===== config.mk =====
export PLATFORM = sky130hd
export DESIGN_NAME = pccp_top
export DESIGN_NICKNAME = d
export VERILOG_FILES = /design/src/rtl/pccp_pkg.sv /design/src/rtl/pccp_core_div.sv /design/src/rtl/pccp_top.sv
export SDC_FILE = /design/constraint.sdc
export NUM_CORES = 1
export LEC_CHECK = 0
export BUFFER_PORTS_ARGS = -buffer_cell sky130_fd_sc_hd__buf_4
export CAP_MARGIN = 15
export CORE_ASPECT_RATIO = 2
export CORE_MARGIN = 2
export CORE_UTILIZATION = 50
export DETAILED_ROUTE_END_ITERATION = 12
export MAX_ROUTING_LAYER = met4
export PLACE_DENSITY = 0.81
export SYNTH_ARGS = -nofsm -noshare
export SYNTH_HDL_FRONTEND = slang
export SYNTH_SLANG_ARGS = --single-unit

===== constraint.sdc =====
create_clock -name clk -period 6.5 [get_ports clk]
set_clock_uncertainty 0.15 [all_clocks]
set_input_delay 1.625 -clock clk [delete_from_list [all_inputs] [get_ports clk]]
set_output_delay 1.625 -clock clk [all_outputs]
set_load 0.01 [all_outputs]

===== src/rtl/pccp_pkg.sv =====
package pccp_pkg;

  // register offsets on the register port
  localparam logic [7:0] UNLOCK_KEY_OFS = 8'hc1;
  localparam logic [7:0] POWER_CONTROL_OFS = 8'hc5;
  localparam logic [7:0] MEASUREMENT_START_OFS = 8'hd8;
  localparam logic [7:0] IRQ_STATUS_OFS = 8'he0;
  localparam logic [7:0] IRQ_MASK_OFS = 8'he1;
  localparam logic [7:0] PERIPHERAL_CONFIGURATION_OFS = 8'hf4;

  // key values
  localparam logic [7:0] POWER_KEY = 8'ha7;
  localparam logic [7:0] TIMEKEEPING_KEY = 8'hea;

  // power_control fields
  localparam int METER_OFF_BIT = 6;
  localparam int CORE_SHUTDOWN_BIT = 4;
  localparam int CORE_DIV_LSB = 0;
  localparam int CORE_DIV_W = 3;

  // peripheral_configuration fields
  localparam int RX_WAKE_FLAG_BIT = 7;
  localparam int SUPPLY_SOURCE_BIT = 6;
  localparam int SUPPLY_GOOD_BIT = 5;
  localparam int LOCK_FAULT_BIT = 4;
  localparam int EXT_REF_BIT = 2;
  localparam int RX_FUNC_LSB = 0;

  // measurement_start fields
  localparam int LOCK_FAULT_CLEAR_BIT = 7;

  // interrupt status and mask bits
  localparam int IRQ_LOCK_FAULT_BIT = 0;
  localparam int IRQ_RX_WAKE_BIT = 1;

  // receive pin function encodings
  localparam logic [1:0] RX_FUNC_GPIO = 2'h0;
  localparam logic [1:0] RX_FUNC_SERIAL = 2'h1;
  localparam logic [1:0] RX_FUNC_SERIAL_WAKE = 2'h3;

  // reset values
  localparam logic [2:0] CORE_DIV_RST = 3'h2;
  localparam logic SUPPLY_SOURCE_RST = 1'b1;
  localparam logic [1:0] RX_FUNC_RST = 2'h0;
  localparam logic [1:0] IRQ_MASK_RST = 2'h0;

  // timing: pll clock derived from the system clock by a phase accumulator
  localparam int CLK_FREQ_KHZ = 100000;
  localparam int CRYSTAL_FREQ_HZ = 32768;
  localparam int PLL_MULTIPLIER = 125;
  localparam int PLL_FREQ_KHZ = CRYSTAL_FREQ_HZ * PLL_MULTIPLIER / 1000;
  localparam logic [16:0] PLL_ACC_STEP = 17'(PLL_FREQ_KHZ);
  localparam logic [16:0] PLL_ACC_MOD = 17'(CLK_FREQ_KHZ);
  localparam logic [2:0] METER_DIV = 3'h5;
  localparam int CORE_CNT_W = 7;

  typedef struct packed {
    logic [16:0] acc;
    logic pll_tick;
    logic [2:0] meter_cnt;
    logic meter_tick;
    logic meter_off;
    logic core_off;
    logic [2:0] div;
    logic arm_power;
    logic arm_time;
    logic rx_flag;
    logic supply_main;
    logic vdd_ok;
    logic lock_fault;
    logic locked_prev;
    logic core_reset;
    logic ext_ref;
    logic [1:0] rx_func;
    logic [1:0] irq_status;
    logic [1:0] irq_mask;
    logic irq;
    logic [7:0] rd_data;
  } pccp_state_s;

  localparam pccp_state_s PCCP_STATE_RST = '{
    div: CORE_DIV_RST,
    supply_main: SUPPLY_SOURCE_RST,
    rx_func: RX_FUNC_RST,
    irq_mask: IRQ_MASK_RST,
    default: '0
  };

  typedef struct packed {
    logic [CORE_CNT_W-1:0] cnt;
    logic tick;
  } pccp_div_s;

endpackage


===== src/rtl/pccp_core_div.sv =====
`timescale 1ns/100ps
// counts pll ticks and passes one in 2**divider on as a core tick
module pccp_core_div (
  input wire logic clk,
  input wire logic arst_n,
  input wire logic pll_tick,
  input wire logic [2:0] divider,
  output logic core_tick
);

  pccp_pkg::pccp_div_s s_q;
  pccp_pkg::pccp_div_s s_d;
  logic [pccp_pkg::CORE_CNT_W-1:0] phase_mask;

  always_comb begin
    s_d = s_q;
    phase_mask = (pccp_pkg::CORE_CNT_W)'((8'h1 << divider) - 8'h1);
    s_d.tick = 1'b0;
    if (pll_tick) begin
      // a divider change takes effect at the next aligned phase, no runt tick
      s_d.tick = ((s_q.cnt & phase_mask) == '0);
      s_d.cnt = s_q.cnt + 1'b1;
    end
  end

  always_ff @(posedge clk or negedge arst_n) begin
    if (!arst_n) begin
      s_q <= '0;
    end else begin
      s_q <= s_d;
    end
  end

  assign core_tick = s_q.tick;

endmodule


===== src/rtl/pccp_top.sv =====
// The address-and-strobe port was decided locally.
`timescale 1ns/100ps
module pccp_top (
  input wire logic clk,
  input wire logic arst_n,
  input wire logic [7:0] addr,
  input wire logic [7:0] wr_data,
  input wire logic wr_en,
  input wire logic rd_en,
  output logic [7:0] rd_data,
  input wire logic pll_locked,
  input wire logic power_save_mode_one_active,
  input wire logic power_save_mode_two_active,
  input wire logic rx_wake_edge,
  input wire logic supply_is_main,
  input wire logic supply_good,
  output logic pll_tick,
  output logic core_tick,
  output logic meter_tick,
  output logic [2:0] core_clock_divider,
  output logic meter_off,
  output logic core_shutdown,
  output logic core_reset,
  output logic timekeeping_unlock,
  output logic external_reference_enable,
  output logic rx_serial_select,
  output logic rx_wake_enable,
  output logic irq
);

  pccp_pkg::pccp_state_s s_q;
  pccp_pkg::pccp_state_s s_d;

  logic wr_key;
  logic wr_power;
  logic wr_start;
  logic wr_peripheral_configuration;
  logic wr_status;
  logic wr_mask;
  logic lock_lost;
  logic rx_wake_event;
  logic [7:0] power_rd;
  logic [7:0] peripheral_configuration_rd;
  logic [1:0] irq_events;
  logic [17:0] acc_sum;

  always_comb begin
    wr_key = 1'b0;
    wr_power = 1'b0;
    wr_start = 1'b0;
    wr_peripheral_configuration = 1'b0;
    wr_status = 1'b0;
    wr_mask = 1'b0;
    if (wr_en && addr == pccp_pkg::UNLOCK_KEY_OFS) begin
      wr_key = 1'b1;
    end else if (wr_en && addr == pccp_pkg::POWER_CONTROL_OFS) begin
      wr_power = 1'b1;
    end else if (wr_en && addr == pccp_pkg::MEASUREMENT_START_OFS) begin
      wr_start = 1'b1;
    end else if (wr_en && addr == pccp_pkg::PERIPHERAL_CONFIGURATION_OFS) begin
      wr_peripheral_configuration = 1'b1;
    end else if (wr_en && addr == pccp_pkg::IRQ_STATUS_OFS) begin
      wr_status = 1'b1;
    end else if (wr_en && addr == pccp_pkg::IRQ_MASK_OFS) begin
      wr_mask = 1'b1;
    end
  end

  // reserved bits read as zero
  always_comb begin
    power_rd = '0;
    power_rd[pccp_pkg::METER_OFF_BIT] = s_q.meter_off;
    power_rd[pccp_pkg::CORE_SHUTDOWN_BIT] = s_q.core_off;
    power_rd[pccp_pkg::CORE_DIV_LSB +: pccp_pkg::CORE_DIV_W] = s_q.div;
    peripheral_configuration_rd = '0;
    peripheral_configuration_rd[pccp_pkg::RX_WAKE_FLAG_BIT] = s_q.rx_flag;
    peripheral_configuration_rd[pccp_pkg::SUPPLY_SOURCE_BIT] = s_q.supply_main;
    peripheral_configuration_rd[pccp_pkg::SUPPLY_GOOD_BIT] = s_q.vdd_ok;
    peripheral_configuration_rd[pccp_pkg::LOCK_FAULT_BIT] = s_q.lock_fault;
    peripheral_configuration_rd[pccp_pkg::EXT_REF_BIT] = s_q.ext_ref;
    peripheral_configuration_rd[pccp_pkg::RX_FUNC_LSB +: 2] = s_q.rx_func;
  end

  assign lock_lost = s_q.locked_prev && !pll_locked;
  assign rx_wake_event = rx_wake_edge && power_save_mode_two_active &&
                         s_q.rx_func == pccp_pkg::RX_FUNC_SERIAL_WAKE;
  assign acc_sum = {1'b0, s_q.acc} + {1'b0, pccp_pkg::PLL_ACC_STEP};

  always_comb begin
    s_d = s_q;
    irq_events = '0;

    // fractional accumulator keeps the long-term pll rate exact
    s_d.pll_tick = 1'b0;
    if (acc_sum >= {1'b0, pccp_pkg::PLL_ACC_MOD}) begin
      s_d.acc = 17'(acc_sum - {1'b0, pccp_pkg::PLL_ACC_MOD});
      s_d.pll_tick = 1'b1;
    end else begin
      s_d.acc = 17'(acc_sum);
    end

    // metering divider never looks at the core divider
    s_d.meter_tick = 1'b0;
    if (s_q.pll_tick) begin
      if (s_q.meter_cnt == pccp_pkg::METER_DIV - 3'h1) begin
        s_d.meter_cnt = '0;
        s_d.meter_tick = 1'b1;
      end else begin
        s_d.meter_cnt = s_q.meter_cnt + 3'h1;
      end
    end

    // key handling: any write other than the key disarms both keys
    if (wr_en) begin
      s_d.arm_power = 1'b0;
      s_d.arm_time = 1'b0;
    end
    if (wr_key) begin
      s_d.arm_power = (wr_data == pccp_pkg::POWER_KEY);
      s_d.arm_time = (wr_data == pccp_pkg::TIMEKEEPING_KEY);
    end
    if (wr_power && s_q.arm_power) begin
      s_d.meter_off = wr_data[pccp_pkg::METER_OFF_BIT];
      s_d.core_off = wr_data[pccp_pkg::CORE_SHUTDOWN_BIT];
      s_d.div = wr_data[pccp_pkg::CORE_DIV_LSB +: pccp_pkg::CORE_DIV_W];
    end

    // supply status follows its inputs one cycle late
    s_d.supply_main = supply_is_main;
    s_d.vdd_ok = supply_good;

    if (wr_peripheral_configuration) begin
      s_d.ext_ref = wr_data[pccp_pkg::EXT_REF_BIT];
      s_d.rx_func = wr_data[pccp_pkg::RX_FUNC_LSB +: 2];
      if (wr_data[pccp_pkg::RX_WAKE_FLAG_BIT]) begin
        s_d.rx_flag = 1'b0;
      end
    end
    // a wake edge in the clearing cycle is kept
    if (rx_wake_event) begin
      s_d.rx_flag = 1'b1;
      irq_events[pccp_pkg::IRQ_RX_WAKE_BIT] = 1'b1;
    end

    // lock fault: acknowledge first, so a coincident loss still sets it
    s_d.locked_prev = pll_locked;
    s_d.core_reset = lock_lost;
    if (wr_start && wr_data[pccp_pkg::LOCK_FAULT_CLEAR_BIT]) begin
      s_d.lock_fault = 1'b0;
    end
    if (lock_lost) begin
      s_d.lock_fault = 1'b1;
      irq_events[pccp_pkg::IRQ_LOCK_FAULT_BIT] = 1'b1;
    end

    // interrupt status: write one to clear, set wins
    if (wr_status) begin
      s_d.irq_status = s_q.irq_status & ~wr_data[1:0];
    end
    s_d.irq_status = s_d.irq_status | irq_events;
    if (wr_mask) begin
      s_d.irq_mask = wr_data[1:0];
    end
    s_d.irq = |(s_d.irq_status & s_d.irq_mask);

    s_d.rd_data = '0;
    if (rd_en) begin
      if (addr == pccp_pkg::POWER_CONTROL_OFS) begin
        s_d.rd_data = power_rd;
      end else if (addr == pccp_pkg::PERIPHERAL_CONFIGURATION_OFS) begin
        s_d.rd_data = peripheral_configuration_rd;
      end else if (addr == pccp_pkg::IRQ_STATUS_OFS) begin
        s_d.rd_data = {6'h00, s_q.irq_status};
      end else if (addr == pccp_pkg::IRQ_MASK_OFS) begin
        s_d.rd_data = {6'h00, s_q.irq_mask};
      end else begin
        // key, measurement_start and unmapped addresses read zero
        s_d.rd_data = 8'h00;
      end
    end
  end

  always_ff @(posedge clk or negedge arst_n) begin
    if (!arst_n) begin
      s_q <= pccp_pkg::PCCP_STATE_RST;
    end else begin
      s_q <= s_d;
    end
  end

  pccp_core_div u_core_div (
    .clk(clk),
    .arst_n(arst_n),
    .pll_tick(s_q.pll_tick),
    .divider(s_q.div),
    .core_tick(core_tick)
  );

  assign rd_data = s_q.rd_data;
  assign pll_tick = s_q.pll_tick;
  assign meter_tick = s_q.meter_tick;
  assign core_clock_divider = s_q.div;
  assign meter_off = s_q.meter_off;
  // shutdown only bites in mode one
  assign core_shutdown = s_q.core_off && power_save_mode_one_active;
  assign core_reset = s_q.core_reset;
  assign timekeeping_unlock = s_q.arm_time;
  assign external_reference_enable = s_q.ext_ref;
  // the reserved code 10 falls through to gpio
  assign rx_serial_select = (s_q.rx_func == pccp_pkg::RX_FUNC_SERIAL) ||
                            (s_q.rx_func == pccp_pkg::RX_FUNC_SERIAL_WAKE);
  assign rx_wake_enable = (s_q.rx_func == pccp_pkg::RX_FUNC_SERIAL_WAKE);
  assign irq = s_q.irq;
endmodule


* Word level (Yosys, flattened, before mapping) *
Cells that the tools add are included.
Widths: inputs -> output; s select.

operators by class
  bitwise operators = 5
  reductions and logical operators = 21
  shifts and indexed selects = 1
  order comparisons = 1
  multiplexer cells = 43
  $add $sub $neg = 5
  equal/unequal tests = 11
  div/mod/pow operators = 0
  multipliers = 0

operator list
  operator                number
  $eq 8x8->1 const B      8
  $mux 1                  32
  $mux 8                  3
  $add 17x13->18 const B  1
  $ge 18x17->1 const B    1
  $mux 17                 1
  $sub 17x17->17 const B  1
  $logic_and 1x1->1       12
  $mux 2                  6
  $reduce_bool 2->1       4
  $add 7x1->7 const B     1
  $and 7x7->7             1
  $logic_not 7->1         1
  $shl 1x3->7 const A     1
  $sub 7x1->7 const B     1
  $and 2x2->2             2
  $add 3x1->3 const B     1
  $eq 3x3->1 const B      1
  $mux 3                  1
  $eq 2x1->1 const B      1
  $eq 2x2->1 const B      1
  $not 2->2               1
  $or 2x2->2              1
  $reduce_and 2->1        1
  3 further kinds         3

storage, ports and cells
  latch bits = 0
  memory bits (read-only) = 0
  input port bits = 26
  flip-flop bits (word level) = 59
  memories = 0
  memory bits (writable) = 0
  output and inout port bits = 22
  word-level logic and storage cells = 110

* Longest topological paths before layout *
  word-level depth = 11
  gate-level depth with buffers = 7
  mapped depth without buffers = 7

* By module *
Synthesis repeated with hierarchy kept, for this count alone.

second synthesis, totals
  cells, all modules = 245
  area total of the unflattened synthesis = 2685.1 µm²

modules (own cells, without submodules)
  module         cells each  area an instance (µm²)  instances  seq. area each (µm²)
  pccp_top       212         2314.7                  1          1128.6
  pccp_core_div  33          370.4                   1          200.2

* Worst setup path before layout *
No wires, ideal clock.

  path type = input-to-output
  start point = input port power_save_mode_one_active
  end point = output port core_shutdown
  buffers on the path = 0
  data arrival time = 1790 ps
  data required time = 4725 ps
  setup slack = 2935 ps
  stages = 1
  path through = and2_1

on the way
  word-level cells in the longest chain between the ends = 1

RTL lines
  item                line             RTL
  start: declaration  pccp_top.sv:12   input wire logic power_save_mode_one_active,
  $logic_and 1x1->1   pccp_top.sv:205  assign core_shutdown = s_q.core_off && power_save_mode_one_active;
  end: declaration    pccp_top.sv:22   output logic core_shutdown,

Every way passes these cells.

* Final worst setup path *
Same ends and word-level chain as after synthesis.

==> metrics.csv <==
metric;value;unit
Synth Cell Area;2670;sq um
Post-synth EDFFs;0;
final hold vios;0;
gr busiest metal;met2;
Worst Hold Class;register to register;
crit-path max FO;1;
FMAX;0.265;GHz
total wire length;5400;um
clock sinks;53;
via count;1940;
hold bufs inserted after CTS;0;
WP buf/inv;2;
drt first pass iters;4;
vias in the first global route;1961;
final setup fails;0;
setup TNS;0;ps
crit end category;primary output;
I/O pins;48;
clock period minus worst slack;3780;ps
most common cell after layout, fill and taps aside;dfrtp_1;
DR vias/cell;5.64;
Largest stage delay, worst path;140;ps
CTS tree;built;
largest net degree at the start of global routing;54;
Starting DRT DRC Count;73;
commonest non-fill, non-tap cells in the layout;51 x dfrtp_1, 46 x buf_4, 22 x nand2_1;
Max-slew headroom;56.2;%
register area share after synthesis;49.9;%
xor and xnor fraction of the mapped netlist area;6.24;%
synthesized area per cell;10.7;sq um
Total Die Area;5970;sq um
CTS Buffer Depth;2;
mux contribution to synthesized area;5.73;%
Final ANT Viol Nets;0;
initial antenna violation count;0;
IR drop worst, VDD;0.148;mV
Synth Register Bits;53;
DIE WIDTH;55.6;um
Worst path slowest cell;and2_1;
R2R Setup Slk;4210;ps
Die Ht;107;um
Clk pin slew, worst setup/hold paths;110;ps
post-cts resize count;0;
worst path arrival time;2000;ps
ant diodes;0;
top_reg_cell synth;dfrtp_1;
Required @ worst endpoint;4720;ps
largest family of logic cells by synthesized area;simple AND/OR/NAND/NOR gates;
core area;5140;sq um
per-cell routed wire length;15.7;um
nets;318;
grt met3 use;3.37;%
Layout Area Growth over Synthesis;15.4;%
Final Max Slew Viols;0;
Initial Util;51.9;%
WS Path Type;input pin to primary output;
total track usage;19.3;%
Unique masters post-synth;50;
Final Cycle Share;58.1;%
CTS root buf;clkbuf_8;
Fillers;449;
Power Density;184;nW/um^2
clock latency on the worst-skew pair;320;ps
Syn Nets;281;
post-synthesis compound-gate area fraction;12.2;%
leak pwr;1.47;nW
RePlAce Congestion;0.926;
DRC violations left;0;
status;complete, no violations;
CP most frequent cell;buf_4;
Post-Synth Simple-Gate Area;16.9;%
Worst-Margin Slew;657;ps
Post-synth ARST share;100;%
Port Buffers;46;
met2 usage;36.1;%
YS warnings;0;
met1 usage in global routing;19.0;%
share of cells above drive strength 1;24.1;%
post-CTS setup buffer count;0;
total grt overflow;0;
overall power;0.565;mW
critical path cell sequence;buf_4 > and2_1 > buf_4;
RSZ-0062 raised after global routing;false;
CP Launch Type;input pin;
first-pass GRT wire length;8830;um
cell class contributing the biggest share of worst-path delay;buffers and inverters;
H-tree depth;2;
Synth Area in Adders;3.29;%
Row Count;37;
Num CTS Buffers;5;
Syn Inst Count;248;
placed wire-length estimate after detailed placement;4030;um
MaxCap Viol Count;0;
[path summary, 6_finish.rpt]
check / cells past startpoint / start / to
worst max-delay path: 3 / power_save_mode_one_active / core_shutdown
worst min-delay path: 1 / u_core_div.s_q[7] / u_core_div.s_q[7]
worst max register to register: 5 / s_q[46] / s_q[48]
worst min register to register: 1 / u_core_div.s_q[7] / u_core_div.s_q[7]
max in group asynchronous: 1 / arst_n / u_core_div.s_q[3]
min in group asynchronous: 1 / arst_n / u_core_div.s_q[7]
[state kept, by name, indices dropped and copies added, names as in the netlist]
signal and flops:
timekeeping_unlock 1, meter_tick 1, peripheral_configuration_rd 6, pll_tick 1, power_rd 1, irq 1
u_core_div.s_q 7, core_clock_divider 3, external_reference_enable 1, s_q 21, core_reset 1, rd_data 7
meter_off 1, u_core_div.core_tick 1
[synth_stat cells, types with 4 or more instances]
cell type  instances  area, sq um
xor2_1            11         96.3
a22oi_1            5         37.5
a211oi_1           8         60.1
xnor2_1            8         70.1
ha_1               7         87.6
buf_4             11         82.6
and3_1             7         43.8
mux2_2             8         90.1
a21oi_1            7         35.0
nor2_1             8         30.0
nand2_1           22         82.6
nor2b_1            6         37.5
nand3_1            8         40.0
dfrtp_1           51         1280
o21ai_0           10         50.1
inv_1             12         45.0
mux2i_1            4         40.0
nand2b_1           4         25.0
[layer usage]
| metal | vias up | routed length (um) |
|---|---|---|
| met5 | - | 0 |
| met4 | 0 | 153 |
| met3 | 11 | 226 |
| met2 | 57 | 3100 |
| met1 | 943 | 1910 |
| li1 | 929 | - |
[logic make-up (layout without fill, tap and decap cells)]
kind of cell               count (synthesis)  count (layout)
adders and majority gates                  7               7
muxes                                     14              14
and+or+nand+nor                           79              79
other                                      1               1
AOI/OAI and AO/OA                         47              47
DFF                                       53              53
buffers and inverters                     28              66
xor gates and xnor gates                  19              19
[through the flow]
step           worst slack, ps  instance area, sq um  utilization, %  instances  hold WS (ps)
4_1_cts                   2720                  3080            59.9        344           336
5_1_grt                   2700                  3080            59.9        344           363
6_report                  2720                  3080            59.9        344           334
3_3_place_gp              2720                  2980            58.0        336           316
2_1_floorplan             2940                  2670               -        248           287
3_5_place_dp              2720                  2980            58.0        336           317
[power by group]
part / switching, mW / internal (mW) / leakage (nW)
Combinational: 0.0182 / 0.0160 / 0.726
Sequential: 0.00150 / 0.333 / 0.689
Clock: 0.116 / 0.0807 / 0.0506
Total: 0.135 / 0.430 / 1.47
[cell type report]
type                    count  area [sq um]  area share, %
clock inverters             3          28.8          0.935
well taps                  58          72.6           2.36
clock buffers               5          68.8           2.24
repair buffers             46           345           11.2
flip-flops and latches     53          1330           43.2
multi-input cells         167          1190           38.6
inverters                  12          45.0           1.46
(Power assumes the default switching activity.)
